### config.mk
export PLATFORM = sky130hd
export DESIGN_NAME = itc_interval_timer
export DESIGN_NICKNAME = d
export VERILOG_FILES = /design/src/verilog/itc_pkg.sv /design/src/verilog/itc_interval_timer.sv
export SDC_FILE = /design/constraint.sdc
export NUM_CORES = 1
export LEC_CHECK = 0
export ABC_CLOCK_PERIOD_IN_PS = 3600
export BUFFER_PORTS_ARGS = -buffer_cell sky130_fd_sc_hd__clkbuf_2
export CORE_MARGIN = 2
export CORE_UTILIZATION = 50
export CTS_BUF_LIST = sky130_fd_sc_hd__clkbuf_8
export CTS_CLUSTER_SIZE = 30
export DETAILED_ROUTE_END_ITERATION = 7
export PLACE_DENSITY = 0.7
export SETUP_SLACK_MARGIN = 0.02
export SYNTH_ARGS = -nofsm -noshare
export SYNTH_HDL_FRONTEND = slang
export SYNTH_SLANG_ARGS = --single-unit
### constraint.sdc
create_clock -name i_clk -period 3.6 [get_ports i_clk]
set_input_delay 0.18 -clock i_clk [delete_from_list [all_inputs] [get_ports i_clk]]
set_output_delay 0.18 -clock i_clk [all_outputs]
set_load 0.02 [all_outputs]
### src/verilog/itc_pkg.sv
// Constants for the crystal-timed interval counter
package itc_pkg;
	localparam int          XTAL_HZ         = 32768;
	localparam int          FRAC_PER_SEC    = 128;
	localparam int          PRE_TICKS       = XTAL_HZ / FRAC_PER_SEC;
	localparam logic [7:0]  PRE_MAX         = 8'(PRE_TICKS - 1);
	localparam logic [6:0]  FRAC_MAX        = 7'h7f;
	localparam logic [5:0]  SEC_MAX         = 6'h3b;
	localparam logic [5:0]  MIN_MAX         = 6'h3b;
	localparam logic [7:0]  HOUR_MAX_24     = 8'h17;
	localparam logic [7:0]  HOUR_MAX_FULL   = 8'hff;

	localparam logic [7:0]  ADDR_CONTROL    = 8'ha1;
	localparam logic [7:0]  ADDR_FRACTION   = 8'ha2;
	localparam logic [7:0]  ADDR_ONE_HZ     = 8'ha3;
	localparam logic [7:0]  ADDR_MINUTE     = 8'ha4;
	localparam logic [7:0]  ADDR_HOUR       = 8'ha5;
	localparam logic [7:0]  ADDR_COMPARE    = 8'ha6;

	localparam int          BIT_CLK_EN      = 0;
	localparam int          BIT_INT_EN      = 1;
	localparam int          BIT_FLAG        = 2;
	localparam int          BIT_SINGLE      = 3;
	localparam int          BIT_TB_LO       = 4;
	localparam int          BIT_TB_HI       = 5;
	localparam int          BIT_HOUR24      = 6;

	localparam logic [7:0]  CONTROL_RESET   = 8'h00;
	localparam logic [7:0]  COMPARE_RESET   = 8'h00;
	localparam logic [7:0]  TIME_RESET      = 8'h00;
	localparam logic [7:0]  UNMAPPED_READ   = 8'h00;
endpackage : itc_pkg

### src/verilog/itc_interval_timer.sv
// Crystal-timed real-time clock and interval counter with special-function register port
// What this block does
// - Counts on crystal ticks, not core activity; keeps running in power-down.
// - Timeout spans one 128th second up to 256 hours (compare value zero).
// - Interval counter advances each time the selected timebase register increments.
// - Counter equal to compare value sets flag bit 2 and requests interrupt.
// - Flag set in power-down with interrupt enabled wakes the device to its vector.
// - Bit 6 set makes hours count 0 to 23, else 0 to 255.
// - Bits 5:4 pick timebase: 128th second, seconds, minutes, hours.
// - Single-interval bit 3 makes a timeout clear the interval enable.
// - Without single-interval, counter reloads at each timeout and keeps counting.
// - Flag stays set until software clears it.
// - Bit 1 enables the interval counter.
// - Bit 0 routes the crystal clock to all counters.
// - Clearing bit 0 stops counters and restores last written time values.
// - Time registers accept writes while bit 0 is low.
// - Bit 7 of control is unimplemented; writes ignored.
// - Compare register holds 8 bits, resets to zero.
// - Control register resets to zero; written as a whole byte only.
// - Fraction counts 0 to 127 every 128th second, carries to seconds.
// - Seconds count 0 to 59, carry to minutes.
// - Minutes count 0 to 59, carry to hours.
`timescale 1ns/1ps
module itc_interval_timer (
	input  wire logic       i_clk,
	input  wire logic       i_rst,
	input  wire logic       i_xtal_tick,
	input  wire logic [7:0] i_sfr_addr,
	input  wire logic       i_sfr_wr,
	input  wire logic       i_sfr_rd,
	input  wire logic [7:0] i_sfr_wdata,
	input  wire logic       i_irq_enable,
	input  wire logic       i_power_down,
	output logic      [7:0] o_sfr_rdata,
	output logic            o_busy,
	output logic            o_irq,
	output logic            o_wake
);
	import itc_pkg::*;

	logic       pend_reg;
	logic       pend_wr_reg;
	logic [7:0] pend_addr_reg;
	logic [7:0] pend_data_reg;
	logic [7:0] pre_reg;
	logic [6:0] frac_reg;
	logic [5:0] one_hz_tally_reg;
	logic [5:0] minute_reg;
	logic [7:0] hour_reg;
	logic [6:0] frac_shadow_reg;
	logic [5:0] one_hz_shadow_reg;
	logic [5:0] minute_shadow_reg;
	logic [7:0] hour_shadow_reg;
	logic [7:0] interval_count_reg;
	logic [7:0] interval_compare_reg;
	logic [6:0] tic_control_reg;
	logic [6:0] tic_control_next;
	logic       pend_next;
	logic       pend_wr_next;
	logic [7:0] pend_addr_next;
	logic [7:0] pend_data_next;
	logic [7:0] pre_next;
	logic [6:0] frac_next;
	logic [5:0] one_hz_tally_next;
	logic [5:0] minute_next;
	logic [7:0] hour_next;
	logic [6:0] frac_shadow_next;
	logic [5:0] one_hz_shadow_next;
	logic [5:0] minute_shadow_next;
	logic [7:0] hour_shadow_next;
	logic [7:0] interval_count_next;
	logic [7:0] interval_compare_next;
	logic [7:0] sfr_rdata_next;
	logic       busy_next;
	logic       irq_next;
	logic       wake_next;

	// Accesses complete only on a crystal tick, so software sees the slow pace on o_busy
	wire        commit        = pend_reg & i_xtal_tick;
	wire        do_write      = commit & pend_wr_reg;
	wire        do_read       = commit & ~pend_wr_reg;
	wire        wr_control    = do_write & (pend_addr_reg == ADDR_CONTROL);
	wire        wr_compare    = do_write & (pend_addr_reg == ADDR_COMPARE);
	wire        time_wr_ok    = do_write & ~tic_control_reg[BIT_CLK_EN];
	wire        wr_fraction   = time_wr_ok & (pend_addr_reg == ADDR_FRACTION);
	wire        wr_one_hz     = time_wr_ok & (pend_addr_reg == ADDR_ONE_HZ);
	wire        wr_minute     = time_wr_ok & (pend_addr_reg == ADDR_MINUTE);
	wire        wr_hour       = time_wr_ok & (pend_addr_reg == ADDR_HOUR);
	wire        capture       = ~pend_reg & (i_sfr_wr | i_sfr_rd);

	wire        clk_en        = tic_control_reg[BIT_CLK_EN];
	wire        int_en        = tic_control_reg[BIT_INT_EN];
	wire        flag          = tic_control_reg[BIT_FLAG];
	wire        single        = tic_control_reg[BIT_SINGLE];
	wire [1:0]  timebase_sel  = tic_control_reg[BIT_TB_HI:BIT_TB_LO];
	wire        hour24        = tic_control_reg[BIT_HOUR24];

	wire        advance       = i_xtal_tick & clk_en;
	wire        pre_wrap      = advance & (pre_reg == PRE_MAX);
	wire        frac_wrap     = pre_wrap & (frac_reg == FRAC_MAX);
	wire        one_hz_wrap   = frac_wrap & (one_hz_tally_reg == SEC_MAX);
	wire        minute_wrap   = one_hz_wrap & (minute_reg == MIN_MAX);
	wire [7:0]  hour_max      = hour24 ? HOUR_MAX_24 : HOUR_MAX_FULL;
	wire        hour_wrap     = minute_wrap & (hour_reg == hour_max);

	wire [3:0]  tb_events     = {minute_wrap, one_hz_wrap, frac_wrap, pre_wrap};
	wire        tb_event      = tb_events[timebase_sel];
	wire        interval_step = int_en & tb_event;
	wire [7:0]  interval_inc  = interval_count_reg + 8'h01;
	wire        match         = interval_step & (interval_inc == interval_compare_reg);

	wire [7:0]  read_mux =
		(pend_addr_reg == ADDR_CONTROL)  ? {1'b0, tic_control_reg} :
		(pend_addr_reg == ADDR_FRACTION) ? {1'b0, frac_reg} :
		(pend_addr_reg == ADDR_ONE_HZ)   ? {2'b00, one_hz_tally_reg} :
		(pend_addr_reg == ADDR_MINUTE)   ? {2'b00, minute_reg} :
		(pend_addr_reg == ADDR_HOUR)     ? hour_reg :
		(pend_addr_reg == ADDR_COMPARE)  ? interval_compare_reg : UNMAPPED_READ;

	// Bit 7 is never stored; a hardware set of the flag wins over a same-tick clear
	always_comb begin
		tic_control_next = tic_control_reg;
		if (wr_control) begin
			tic_control_next = pend_data_reg[6:0];
		end
		if (match & single) begin
			tic_control_next[BIT_INT_EN] = 1'b0;
		end
		if (match) begin
			tic_control_next[BIT_FLAG] = 1'b1;
		end
	end

	// A new request is only taken once the previous one has committed
	assign pend_next      = capture | (pend_reg & ~commit);
	assign pend_wr_next   = capture ? i_sfr_wr : pend_wr_reg;
	assign pend_addr_next = capture ? i_sfr_addr : pend_addr_reg;
	assign pend_data_next = capture ? i_sfr_wdata : pend_data_reg;

	// Shadows keep the last time software wrote, for reload when the clock stops
	assign frac_shadow_next   = wr_fraction ? pend_data_reg[6:0] : frac_shadow_reg;
	assign one_hz_shadow_next = wr_one_hz ? pend_data_reg[5:0] : one_hz_shadow_reg;
	assign minute_shadow_next = wr_minute ? pend_data_reg[5:0] : minute_shadow_reg;
	assign hour_shadow_next   = wr_hour ? pend_data_reg : hour_shadow_reg;

	// With the clock disabled the time registers track the last written values
	assign pre_next =
		~clk_en  ? 8'h00 :
		pre_wrap ? 8'h00 :
		advance  ? pre_reg + 8'h01 : pre_reg;

	assign frac_next =
		~clk_en   ? frac_shadow_reg :
		frac_wrap ? 7'h00 :
		pre_wrap  ? frac_reg + 7'h01 : frac_reg;

	assign one_hz_tally_next =
		~clk_en     ? one_hz_shadow_reg :
		one_hz_wrap ? 6'h00 :
		frac_wrap   ? one_hz_tally_reg + 6'h01 : one_hz_tally_reg;

	assign minute_next =
		~clk_en     ? minute_shadow_reg :
		minute_wrap ? 6'h00 :
		one_hz_wrap ? minute_reg + 6'h01 : minute_reg;

	assign hour_next =
		~clk_en     ? hour_shadow_reg :
		hour_wrap   ? 8'h00 :
		minute_wrap ? hour_reg + 8'h01 : hour_reg;

	// Held at zero while disabled so every enable starts a full interval
	assign interval_count_next =
		(~int_en | match) ? 8'h00 :
		interval_step     ? interval_inc : interval_count_reg;
	assign interval_compare_next = wr_compare ? pend_data_reg : interval_compare_reg;

	assign sfr_rdata_next = do_read ? read_mux : o_sfr_rdata;
	assign busy_next      = pend_next;
	assign irq_next       = flag & i_irq_enable;
	assign wake_next      = flag & i_irq_enable & i_power_down;

	// One flop per register; the next values above carry every decision
	always_ff @(posedge i_clk or posedge i_rst) begin
		if (i_rst) begin
			pend_reg <= 1'b0;
		end else begin
			pend_reg <= pend_next;
		end
	end

	always_ff @(posedge i_clk or posedge i_rst) begin
		if (i_rst) begin
			pend_wr_reg <= 1'b0;
		end else begin
			pend_wr_reg <= pend_wr_next;
		end
	end

	always_ff @(posedge i_clk or posedge i_rst) begin
		if (i_rst) begin
			pend_addr_reg <= 8'h00;
		end else begin
			pend_addr_reg <= pend_addr_next;
		end
	end

	always_ff @(posedge i_clk or posedge i_rst) begin
		if (i_rst) begin
			pend_data_reg <= 8'h00;
		end else begin
			pend_data_reg <= pend_data_next;
		end
	end

	always_ff @(posedge i_clk or posedge i_rst) begin
		if (i_rst) begin
			tic_control_reg <= CONTROL_RESET[6:0];
		end else begin
			tic_control_reg <= tic_control_next;
		end
	end

	always_ff @(posedge i_clk or posedge i_rst) begin
		if (i_rst) begin
			interval_compare_reg <= COMPARE_RESET;
		end else begin
			interval_compare_reg <= interval_compare_next;
		end
	end

	always_ff @(posedge i_clk or posedge i_rst) begin
		if (i_rst) begin
			frac_shadow_reg <= TIME_RESET[6:0];
		end else begin
			frac_shadow_reg <= frac_shadow_next;
		end
	end

	always_ff @(posedge i_clk or posedge i_rst) begin
		if (i_rst) begin
			one_hz_shadow_reg <= TIME_RESET[5:0];
		end else begin
			one_hz_shadow_reg <= one_hz_shadow_next;
		end
	end

	always_ff @(posedge i_clk or posedge i_rst) begin
		if (i_rst) begin
			minute_shadow_reg <= TIME_RESET[5:0];
		end else begin
			minute_shadow_reg <= minute_shadow_next;
		end
	end

	always_ff @(posedge i_clk or posedge i_rst) begin
		if (i_rst) begin
			hour_shadow_reg <= TIME_RESET;
		end else begin
			hour_shadow_reg <= hour_shadow_next;
		end
	end

	always_ff @(posedge i_clk or posedge i_rst) begin
		if (i_rst) begin
			pre_reg <= 8'h00;
		end else begin
			pre_reg <= pre_next;
		end
	end

	always_ff @(posedge i_clk or posedge i_rst) begin
		if (i_rst) begin
			frac_reg <= TIME_RESET[6:0];
		end else begin
			frac_reg <= frac_next;
		end
	end

	always_ff @(posedge i_clk or posedge i_rst) begin
		if (i_rst) begin
			one_hz_tally_reg <= TIME_RESET[5:0];
		end else begin
			one_hz_tally_reg <= one_hz_tally_next;
		end
	end

	always_ff @(posedge i_clk or posedge i_rst) begin
		if (i_rst) begin
			minute_reg <= TIME_RESET[5:0];
		end else begin
			minute_reg <= minute_next;
		end
	end

	always_ff @(posedge i_clk or posedge i_rst) begin
		if (i_rst) begin
			hour_reg <= TIME_RESET;
		end else begin
			hour_reg <= hour_next;
		end
	end

	always_ff @(posedge i_clk or posedge i_rst) begin
		if (i_rst) begin
			interval_count_reg <= 8'h00;
		end else begin
			interval_count_reg <= interval_count_next;
		end
	end

	// Outputs come straight from flops so the core always samples settled levels
	always_ff @(posedge i_clk or posedge i_rst) begin
		if (i_rst) begin
			o_sfr_rdata <= 8'h00;
		end else begin
			o_sfr_rdata <= sfr_rdata_next;
		end
	end

	always_ff @(posedge i_clk or posedge i_rst) begin
		if (i_rst) begin
			o_busy <= 1'b0;
		end else begin
			o_busy <= busy_next;
		end
	end

	always_ff @(posedge i_clk or posedge i_rst) begin
		if (i_rst) begin
			o_irq <= 1'b0;
		end else begin
			o_irq <= irq_next;
		end
	end

	always_ff @(posedge i_clk or posedge i_rst) begin
		if (i_rst) begin
			o_wake <= 1'b0;
		end else begin
			o_wake <= wake_next;
		end
	end

endmodule : itc_interval_timer

==> results.yml, run 1 <==
critical_path:
  start_kind: "flop"
  crit_arrival_ns: 2.85
  worstPathRequired_ns: 3.90
  critPathKind: "reg -> reg"
  cp_max_fo: 11
  critPathCaptureType: "flop"
clock_tree:
  post_cts_resized: 0
  path_clk_slew_ns: 0.06
  cts_made_buffers: 17
  cts.sinks: 113
  clock_path_buffers: 2
  post-cts-setup-buffers: 0
  htreeDepth: 4
  ctsHoldBuffers: 19
  clk_latency_ns: 0.44
  cts_tree: "built"
  root_buffer: "clkbuf_8"
power_and_ir_drop:
  power.leakage_uw: 0.00296
  power.density_mw_per_mm2: 511
  irDropWorstVdd_mv: 0.381
synth:
  synthesis.area_mm2: 0.00572
  synth_area_per_cell_um2: 10.5
  synth_cell_type_count: 57
  ys_ff_latch: 113
  yosys_warnings: 0
  syn_inst: 546
  ys.flop_type: "dfrtp_1"
  async_reset_ff_share_pct: 100
  ys_seq_area_share_pct: 49.4
  syn_nets: 575
  synth_edf_count: 0
floorplanning:
  rows: 39
  fp.dieW_um: 111
  start_util_pct: 50.7
  die-area_mm2: 0.0123
  io_pins: 34
  dieHeight_um: 111
  core_mm2: 0.0113
sta:
  fin_crit_sh_pct: 70.7
  rsz0062_at_grt: "no"
  final.setup_skew_ns: 0.0170
  worst_pin_slew_ns: 1.07
  setup_viol: 0
  setup_tns_ns: 0
  final_hold_viol_count: 8
  timing.slew.headroom_pct: 28.8
  fin_ws_ns: 1.05
  maxSlewViolCount: 0
  min_period_ns: 2.55
  timing.fmax_ghz: 0.393
  worst_hold_slack_ns: -0.0142
hold_path:
  hold_class: "in -> async"
detailed_routing:
  wl_mm: 13.3
  vias: 4339
  ant_nets: 0
  post_drt_wl_per_cell_um: 17.7
  via_per_inst: 5.77
  drcViolationCount: 0
  first_pass_iters: 5
  drt_iter0_drc: 316
grt:
  grt_pass1_wl_mm: 21.9
  antenna_found_initial: 0
  grt-ovfl-total: 0
  grt_max_degree: 89
  grt_usage_pct: 22.9
  grt_pass1_vias: 4197
final_layout:
  final_area_mm2: 0.00659
  multi_input_area_mm2: 0.00274
  nNetsFinal: 626
  drive_above_1_share_pct: 22.5
  areaGrowthSynthToFinish_pct: 15.1
  regArea_mm2: 0.00283
  diodes: 0
  n_fill_cell: 952
placement:
  place_area_mm2: 0.00601
  place_ws_ns: 1.10
  place_congestion: 0.887
  io_buffer_count: 33
  hpwlAfterDp_mm: 9.05
run:
  drv_cap: 0
run_status:
  violations: "hold timing"
  status: "finished, violations left"
## cell usage after synthesis, types with 2 or more instances
library cell,count,area (um2)
dfrtp_1,113,2830
mux2_2,58,653
nor2_1,55,206
a21oi_1,44,220
nand2_1,35,131
o21ai_0,27,135
clkbuf_1,20,75.1
nand3_1,19,95.1
xnor2_1,16,140
xor2_1,14,123
mux2i_1,13,130
inv_1,10,37.5
nor3_1,10,50.1
nor2b_1,9,56.3
a31oi_1,7,43.8
and3_1,7,43.8
nand4_1,7,43.8
or3_1,7,43.8
a21o_1,6,45.0
ha_1,6,75.1
a211oi_1,5,37.5
a221o_1,5,50.1
a22oi_1,4,30.0
buf_2,4,20.0
nor4_1,4,25.0
and2_1,3,18.8
nor3_2,3,30.0
nand3b_1,2,15.0
nor3b_1,2,15.0
o311ai_0,2,17.5
o31ai_1,2,15.0
or2_1,2,12.5
## cells in the final DEF, fill, tap and decap left out, drive strengths merged, types with 3 or more instances in the layout
master / n
dfrtp: 113
mux2: 58
nor2: 55
clkbuf: 52
a21oi: 44
nand2: 36
o21ai: 28
nand3: 19
dlygate4sd3: 19
xnor2: 16
inv: 16
xor2: 14
nor3: 14
mux2i: 13
nor2b: 9
a31oi: 8
or3: 7
and3: 7
nand4: 7
buf: 7
a21o: 6
ha: 6
a211oi: 5
a221o: 5
nor4: 5
a22oi: 4
o31ai: 4
and2: 3
clkinv: 3
bufinv: 3
o311ai: 3
or2: 3
## power by group
part	total [uW]	switching (uW)	internal, uW
logic	529	290	239
clock network	1180	481	698
registers	1660	236	1420
## through the flow
stage / hold WS, ns / cells / total power (uW) / util, %
2_1_floorplan: 0.314 / 546 / 1970 / -
6_report: -0.0142 / 752 / 3370 / 58.4
3_3_place_gp: 0.409 / 702 / 2160 / 53.3
5_1_grt: 0.0635 / 752 / 3530 / 58.4
3_5_place_dp: 0.416 / 702 / 2180 / 53.3
4_1_cts: 0.0147 / 752 / 3390 / 58.4
## cell families after synthesis
logic type	synth area share, %
XOR/XNOR	4.59
AND/OR/NAND/NOR	15.7
AO/OA/AOI/OAI	12.6
flip-flops	49.4
buffers and inverters	2.71
adder cells (fa/ha/maj)	1.31
multiplexers	13.7
## cell type report
type	count	area share, %
Sequential cell	113	42.9
Multi-Input combinational cell	396	41.6
Timing Repair Buffer	59	6.19
Clock buffer	19	3.97
Tap cell	143	2.72
Clock inverter	12	1.94
Inverter	10	0.608
## critical path, cell delays in order, from the launching register on
cell and delay, ns:
dfrtp_1 0.42, ha_1 0.22, nand3_1 0.11, nor3_2 0.06, buf_4 0.18, o311ai_1 0.81
or2_1 0.33, mux2i_1 0.22, nor2_1 0.06
## layer usage
metal  global-route usage [%]  vias to the layer above  share of wire (%)
met5                        0                        -                  0
met4                     7.33                        0                1.1
met3                     5.69                       13                4.8
met2                     35.3                      116                 47
met1                     32.0                     2152                 47
li1                         -                     2058                  -
## worst paths after layout
kind                                                 start                           endpoint  slack (ns)  depth (start not counted)
worst max-delay path               frac_reg[0]$_DFFE_PP0P_  interval_count_reg[1]$_DFFE_PP0P_        1.05                          8
worst min-delay path                                 i_rst     hour_shadow_reg[3]$_DFFE_PP0P_       -0.01                          2
worst max register to register     frac_reg[0]$_DFFE_PP0P_  interval_count_reg[1]$_DFFE_PP0P_        1.05                          8
worst min register to register  o_sfr_rdata[4]$_DFFE_PP0P_         o_sfr_rdata[4]$_DFFE_PP0P_        0.49                          1
max in group asynchronous                            i_rst             pre_reg[6]$_DFFE_PP0P_        2.77                          3
min in group i_clk                             i_xtal_tick                   o_busy$_DFF_PP0_        0.14                          2
No activity file was read; power rests on OpenSTA's default activity.
==> inputs of run 2 (changes only) <==
--- a/config.mk
+++ b/config.mk
@@ -5,14 +5,15 @@
 export SDC_FILE = /design/constraint.sdc
 export NUM_CORES = 1
 export LEC_CHECK = 0
-export ABC_CLOCK_PERIOD_IN_PS = 3600
+export ABC_AREA = 1
+export ABC_CLOCK_PERIOD_IN_PS = 2200
 export BUFFER_PORTS_ARGS = -buffer_cell sky130_fd_sc_hd__clkbuf_2
 export CORE_MARGIN = 2
 export CORE_UTILIZATION = 50
 export CTS_BUF_LIST = sky130_fd_sc_hd__clkbuf_8
 export CTS_CLUSTER_SIZE = 30
 export DETAILED_ROUTE_END_ITERATION = 7
-export PLACE_DENSITY = 0.7
+export PLACE_DENSITY = 0.72
 export SETUP_SLACK_MARGIN = 0.02
 export SYNTH_ARGS = -nofsm -noshare
 export SYNTH_HDL_FRONTEND = slang
==> constraint.sdc (replaced) <==
create_clock -name i_clk -period 2.2 [get_ports i_clk]
set_input_delay 0.11 -clock i_clk [delete_from_list [all_inputs] [get_ports i_clk]]
set_output_delay 0.11 -clock i_clk [all_outputs]
set_load 0.02 [all_outputs]
==> results.yml, run 2 <==
run_status:
  status: "finished, violations left"
  violations: "DRC"
final_layout:
  n_fill_cell: 1023
  diodes: 0
  fin_util_pct: 59.5
  drive_above_1_share_pct: 15.2
  regArea_mm2: 0.00283
  layout_common_cells: "191 x nand2_1, 113 x dfrtp_1, 82 x inv_1"
  areaGrowthSynthToFinish_pct: 15.6
  nNetsFinal: 835
  multi_input_area_mm2: 0.00267
  final_common_cell: "nand2_1"
sta:
  setup_viol: 0
  timing.slew.headroom_pct: 51.2
  worst_pin_slew_ns: 0.732
  maxSlewViolCount: 0
  fin_crit_sh_pct: 89.7
  final_hold_viol_count: 0
  setup_tns_ns: 0
  final.setup_skew_ns: 0.0105
  rsz0062_at_grt: "yes"
  timing.fmax_ghz: 0.507
  min_period_ns: 1.97
  worst_hold_slack_ns: 0.156
critical_path:
  r2r-start: "interval_count_reg[0]$_DFFE_PP0P_"
  worstPathRequired_ns: 2.53
  r2r_cells: 12
  startpoint: "interval_count_reg[0]$_DFFE_PP0P_"
  critPathCaptureType: "flop"
  r2r-end: "interval_count_reg[5]$_DFFE_PP0P_"
  crit_arrival_ns: 2.30
  cpPeakStageDelay_ns: 0.55
  cp_max_fo: 8
  worstPathCellList: "ha_2 > nand3_1 > nand2_1 > nand2_1 > nand2_1 > nand2_1 > inv_1 > nand3_1 > nor2_1 > nand3_2 > nand2_4 > nor2_2"
  reg2reg_slack_ns: 0.23
  start_kind: "flop"
  critPathKind: "reg -> reg"
  cp_slowest_cell: "dfrtp_1"
  critPathCapture: "interval_count_reg[5]$_DFFE_PP0P_"
  crit_top_cell: "nand2_1"
detailed_routing:
  first_pass_iters: 7
  vias: 5326
  drcViolationCount: 2
  wl_mm: 15.7
  post_drt_wl_per_cell_um: 16.3
  drt_iter0_drc: 433
  ant_nets: 0
  via_per_inst: 5.54
clock_tree:
  root_buffer: "clkbuf_8"
  clk_latency_ns: 0.45
  cts_tree: "built"
  path_clk_slew_ns: 0.07
  cts_made_buffers: 17
  htreeDepth: 4
  clock_path_buffers: 2
  cts.sinks: 113
synth:
  syn_inst: 741
  synth_area_per_cell_um2: 8.00
  synth.most_common_cell: "nand2_1"
  synth_simple_gate_area_share_pct: 28.1
  synthMuxAreaShare_pct: 1.14
  async_reset_ff_share_pct: 100
  ys_ff_latch: 113
  synth_compound_area_share_pct: 12.2
  synth-adder-area-share_pct: 1.27
  yosys.area.top_type: "dfrtp_1"
  ys_seq_area_share_pct: 47.7
  synth_xor_area_share_pct: 2.22
  synthesis.area_mm2: 0.00593
  synthTopCellsByCount: "191 x nand2_1, 113 x dfrtp_1, 81 x inv_1"
  synth_top_family_by_area: "simple AND/OR/NAND/NOR gates"
  syn_nets: 770
  synth_edf_count: 0
  synth_top_cell_area_share_pct: 47.7
  ys.flop_type: "dfrtp_1"
  synth_cell_type_count: 43
  synth_area_leaders: "dfrtp_1 48%, nand2_1 12%, o21ai_0 5.5%"
  yosys_warnings: 0
grt:
  grt-ovfl-total: 0
  grt_pass1_wl_mm: 26.1
  antenna_found_initial: 0
  grt_usage_pct: 26.3
  grt_max_degree: 114
  grt_pass1_vias: 5051
run:
  drv_cap: 0
hold_path:
  hold_class: "in -> reg"
  min_from: "i_sfr_rd"
  min_path_cells: 3
floorplanning:
  io_pins: 34
  dieHeight_um: 113
  start_util_pct: 51.5
  rows: 39
  die-area_mm2: 0.0127
  core_mm2: 0.0115
  fp.dieW_um: 113
power_and_ir_drop:
  irDropWorstVdd_mv: 0.692
  power.density_mw_per_mm2: 1020
  power.leakage_uw: 0.00337
  power_uw: 6970
placement:
  hpwlAfterDp_mm: 11.2
  io_buffer_count: 33
  place_congestion: 0.954
-- run 2: cell types whose count changed in the layout (fill, tap and decap cells not counted), moves of 9 or more --
cell,delta
nand3_1,+41
o211ai_1,+14
a21oi_1,-22
inv_1,+67
mux2i_1,-13
inv_2,+9
nor2_2,+14
mux2_2,-52
o21ai_0,+37
nand2_1,+156
xnor2_1,-13
nor2b_1,-9
-- run 2: cell type report --
type                    instances  area share (%)
clock buffers                  19            3.82
clock inverters                12            1.39
inverters                      91            5.04
multi-input cells             518            39.0
flip-flops and latches        113            41.3
well taps                     143            2.61
repair buffers                 65            6.90
-- run 2: per-layer routing --
| metal | track usage (%) | part of all wire [%] | vias up |
|---|---|---|---|
| li1 | - | - | 2557 |
| met1 | 39.6 | 47 | 2534 |
| met2 | 38.1 | 43 | 207 |
| met3 | 5.09 | 7.4 | 28 |
| met4 | 9.67 | 2.2 | 0 |
| met5 | 0 | 0 | - |
-- run 2: metrics by stage --
stage | instances | cell area (um2) | setup slack, ns
after floorplan | 741 | 5930 | 0.475
after global placement | 905 | 6240 | 0.222
after detailed placement | 905 | 6240 | 0.222
after CTS | 958 | 6820 | 0.209
after global routing | 961 | 6850 | 0.0180
final | 961 | 6850 | 0.227
-- run 2: worst max-delay path: cells and delay by family, from the launching register on --
family / cells / cell delay, ns
simple gates: 10 / 0.94
flops: 1 / 0.55
fa+ha+maj: 1 / 0.33
buf+inv: 1 / 0.05
-- run 2: repair_timing --
item / CTS / global route
endpoints found under the hold margin: 133 / 0
buffers inserted: 0 / 3
setup endpoints to repair: 0 / 12
gates resized for setup: 0 / 2
hold buffers: 22 / 0
-- run 2: worst min-delay path by stage --
stage,to,slack [ns]
after floorplan,o_wake$_DFF_PP0_,0.22
after global placement,o_wake$_DFF_PP0_,0.30
after detailed placement,o_wake$_DFF_PP0_,0.31
after CTS,o_busy$_DFF_PP0_,0.12
after global routing,o_busy$_DFF_PP0_,0.17
final,o_busy$_DFF_PP0_,0.16
-- run 2: cell families after synthesis --
logic type,after synthesis
fa+ha+maj,6
xor+xnor,15
buf+inv,110
compound gates,125
simple gates,366
flops,113
mux,6
-- run 2: where the power goes --
part	total (uW)	internal [uW]	switching (uW)
logic	2140	786	1360
clock network	1780	927	851
registers	3050	2550	500
total	6970	4260	2710
==> inputs of run 3 (changes only) <==
--- a/config.mk
+++ b/config.mk
@@ -14,6 +14,7 @@
 export CTS_CLUSTER_SIZE = 30
 export DETAILED_ROUTE_END_ITERATION = 7
 export PLACE_DENSITY = 0.72
+export RECOVER_POWER = 50
 export SETUP_SLACK_MARGIN = 0.02
 export SYNTH_ARGS = -nofsm -noshare
 export SYNTH_HDL_FRONTEND = slang
==> results.yml, run 3 (synthesis results as in run 2) <==
floorplanning:
  die-area_mm2: 0.0127
  io_pins: 34
  rows: 39
  dieHeight_um: 113
  core_mm2: 0.0115
  fp.dieW_um: 113
  start_util_pct: 51.5
critical_path:
  start_kind: "flop"
  worstPathRequired_ns: 2.53
  crit_arrival_ns: 2.31
  critPathCaptureType: "flop"
  critPathKind: "reg -> reg"
  cp_max_fo: 8
sta:
  maxSlewViolCount: 114
  setup_tns_ns: 0
  timing.slew.headroom_pct: -4.57
  fin_crit_sh_pct: 90.0
  final_hold_viol_count: 0
  rsz0062_at_grt: "yes"
  min_period_ns: 1.98
  timing.fmax_ghz: 0.505
  setup_viol: 0
  fin_ws_ns: 0.221
  worst_pin_slew_ns: 1.57
  final.setup_skew_ns: 0.0105
detailed_routing:
  vias: 5333
  drt_iter0_drc: 430
  via_per_inst: 5.55
  wl_mm: 15.8
  first_pass_iters: 7
  post_drt_wl_per_cell_um: 16.4
  drcViolationCount: 2
  ant_nets: 0
grt:
  antenna_found_initial: 0
  grt_usage_pct: 26.3
  grt-ovfl-total: 0
  grt_pass1_wl_mm: 26.1
  grt_pass1_vias: 5051
  grt_max_degree: 114
placement:
  place_congestion: 0.954
  place_ws_ns: 0.222
  hpwlAfterDp_mm: 11.2
  io_buffer_count: 33
  dp.cells: 905
clock_tree:
  cts.sinks: 113
  root_buffer: "clkbuf_8"
  clk_latency_ns: 0.45
  cts_made_buffers: 17
  clock_path_buffers: 2
  htreeDepth: 4
  path_clk_slew_ns: 0.07
  cts_tree: "built"
run_status:
  violations: "DRC, capacitance limit, slew limit"
  status: "finished, violations left"
final_layout:
  diodes: 0
  final_cells: 961
  multi_input_area_mm2: 0.00267
  areaGrowthSynthToFinish_pct: 15.3
  nNetsFinal: 835
  regArea_mm2: 0.00283
  layout_common_cells: "191 x nand2_1, 113 x dfrtp_1, 82 x inv_1"
  n_fill_cell: 1028
  final_common_cell: "nand2_1"
  drive_above_1_share_pct: 14.5
power_and_ir_drop:
  power_uw: 6970
  power.density_mw_per_mm2: 1020
  irDropWorstVdd_mv: 0.693
  power.leakage_uw: 0.00335
run:
  drv_cap: 1
hold_path:
  hold_class: "in -> reg"
[run 3: changes by cell type in the layout (fill, tap and decap cells not counted), sizes merged]
cell,before,now
buf,10,9
clkbuf,52,53
[run 3: path summary, 6_finish.rpt]
| path | end | from | cells past startpoint | slack (ns) |
|---|---|---|---|---|
| max in group asynchronous | frac_shadow_reg[4]$_DFFE_PP0P_ | i_rst | 4 | 0.41 |
| min reg2reg | frac_reg[2]$_DFFE_PP0P_ | frac_shadow_reg[2]$_DFFE_PP0P_ | 2 | 0.47 |
| max reg2reg | interval_count_reg[6]$_DFFE_PP0P_ | interval_count_reg[0]$_DFFE_PP0P_ | 12 | 0.22 |
| min | o_busy$_DFF_PP0_ | i_sfr_rd | 3 | 0.16 |
| min in group asynchronous | pre_reg[2]$_DFFE_PP0P_ | i_rst | 4 | 0.74 |
| max | interval_count_reg[6]$_DFFE_PP0P_ | interval_count_reg[0]$_DFFE_PP0P_ | 12 | 0.22 |
[run 3: final cells by class]
class                   count  share of cell area [%]
well taps                 143                    2.62
repair buffers             65                    6.65
clock buffers              19                    3.83
multi-input cells         518                    39.1
clock inverters            12                    1.39
inverters                  91                    5.05
flip-flops and latches    113                    41.4
[run 3: per-stage QoR]
step           util (%)  hold slack [ns]  instance area, um2
2_1_floorplan         -            0.216                5930
3_3_place_gp       54.2            0.302                6240
3_5_place_dp       54.2            0.310                6240
4_1_cts            59.2            0.122                6820
5_1_grt            59.3            0.170                6830
6_report           59.3            0.156                6830
[run 3: what timing repair did]
item,4_1_cts,5_1_grt
endpoints found under the setup margin,0,12
hold buffers,22,0
gates resized for setup,0,2
hold endpoints to repair,133,0
buffers inserted,0,3
[run 3: worst max-delay path, cell delays in order, from the launching register on]
cell and delay, ns:
dfrtp_1 0.55, ha_2 0.33, nand3_1 0.09, nand2_1 0.11, nand2_1 0.08, nand2_1 0.09
nand2_1 0.06, inv_1 0.06, nand3_1 0.07, nor2_1 0.12, nand3_2 0.12, nand2_4 0.16
nor2_2 0.04
[run 3: layer usage]
layer | up-vias | wire, um | global-route usage, %
met5 | - | 0 | 0
li1 | 2555 | - | -
met2 | 199 | 6860 | 38.1
met1 | 2550 | 7480 | 39.6
met3 | 29 | 1100 | 5.09
met4 | 0 | 323 | 9.67
[run 3: report_power, final]
group	internal (uW)	switching, uW
combinational	781	1360
clock	927	851
sequential	2550	503
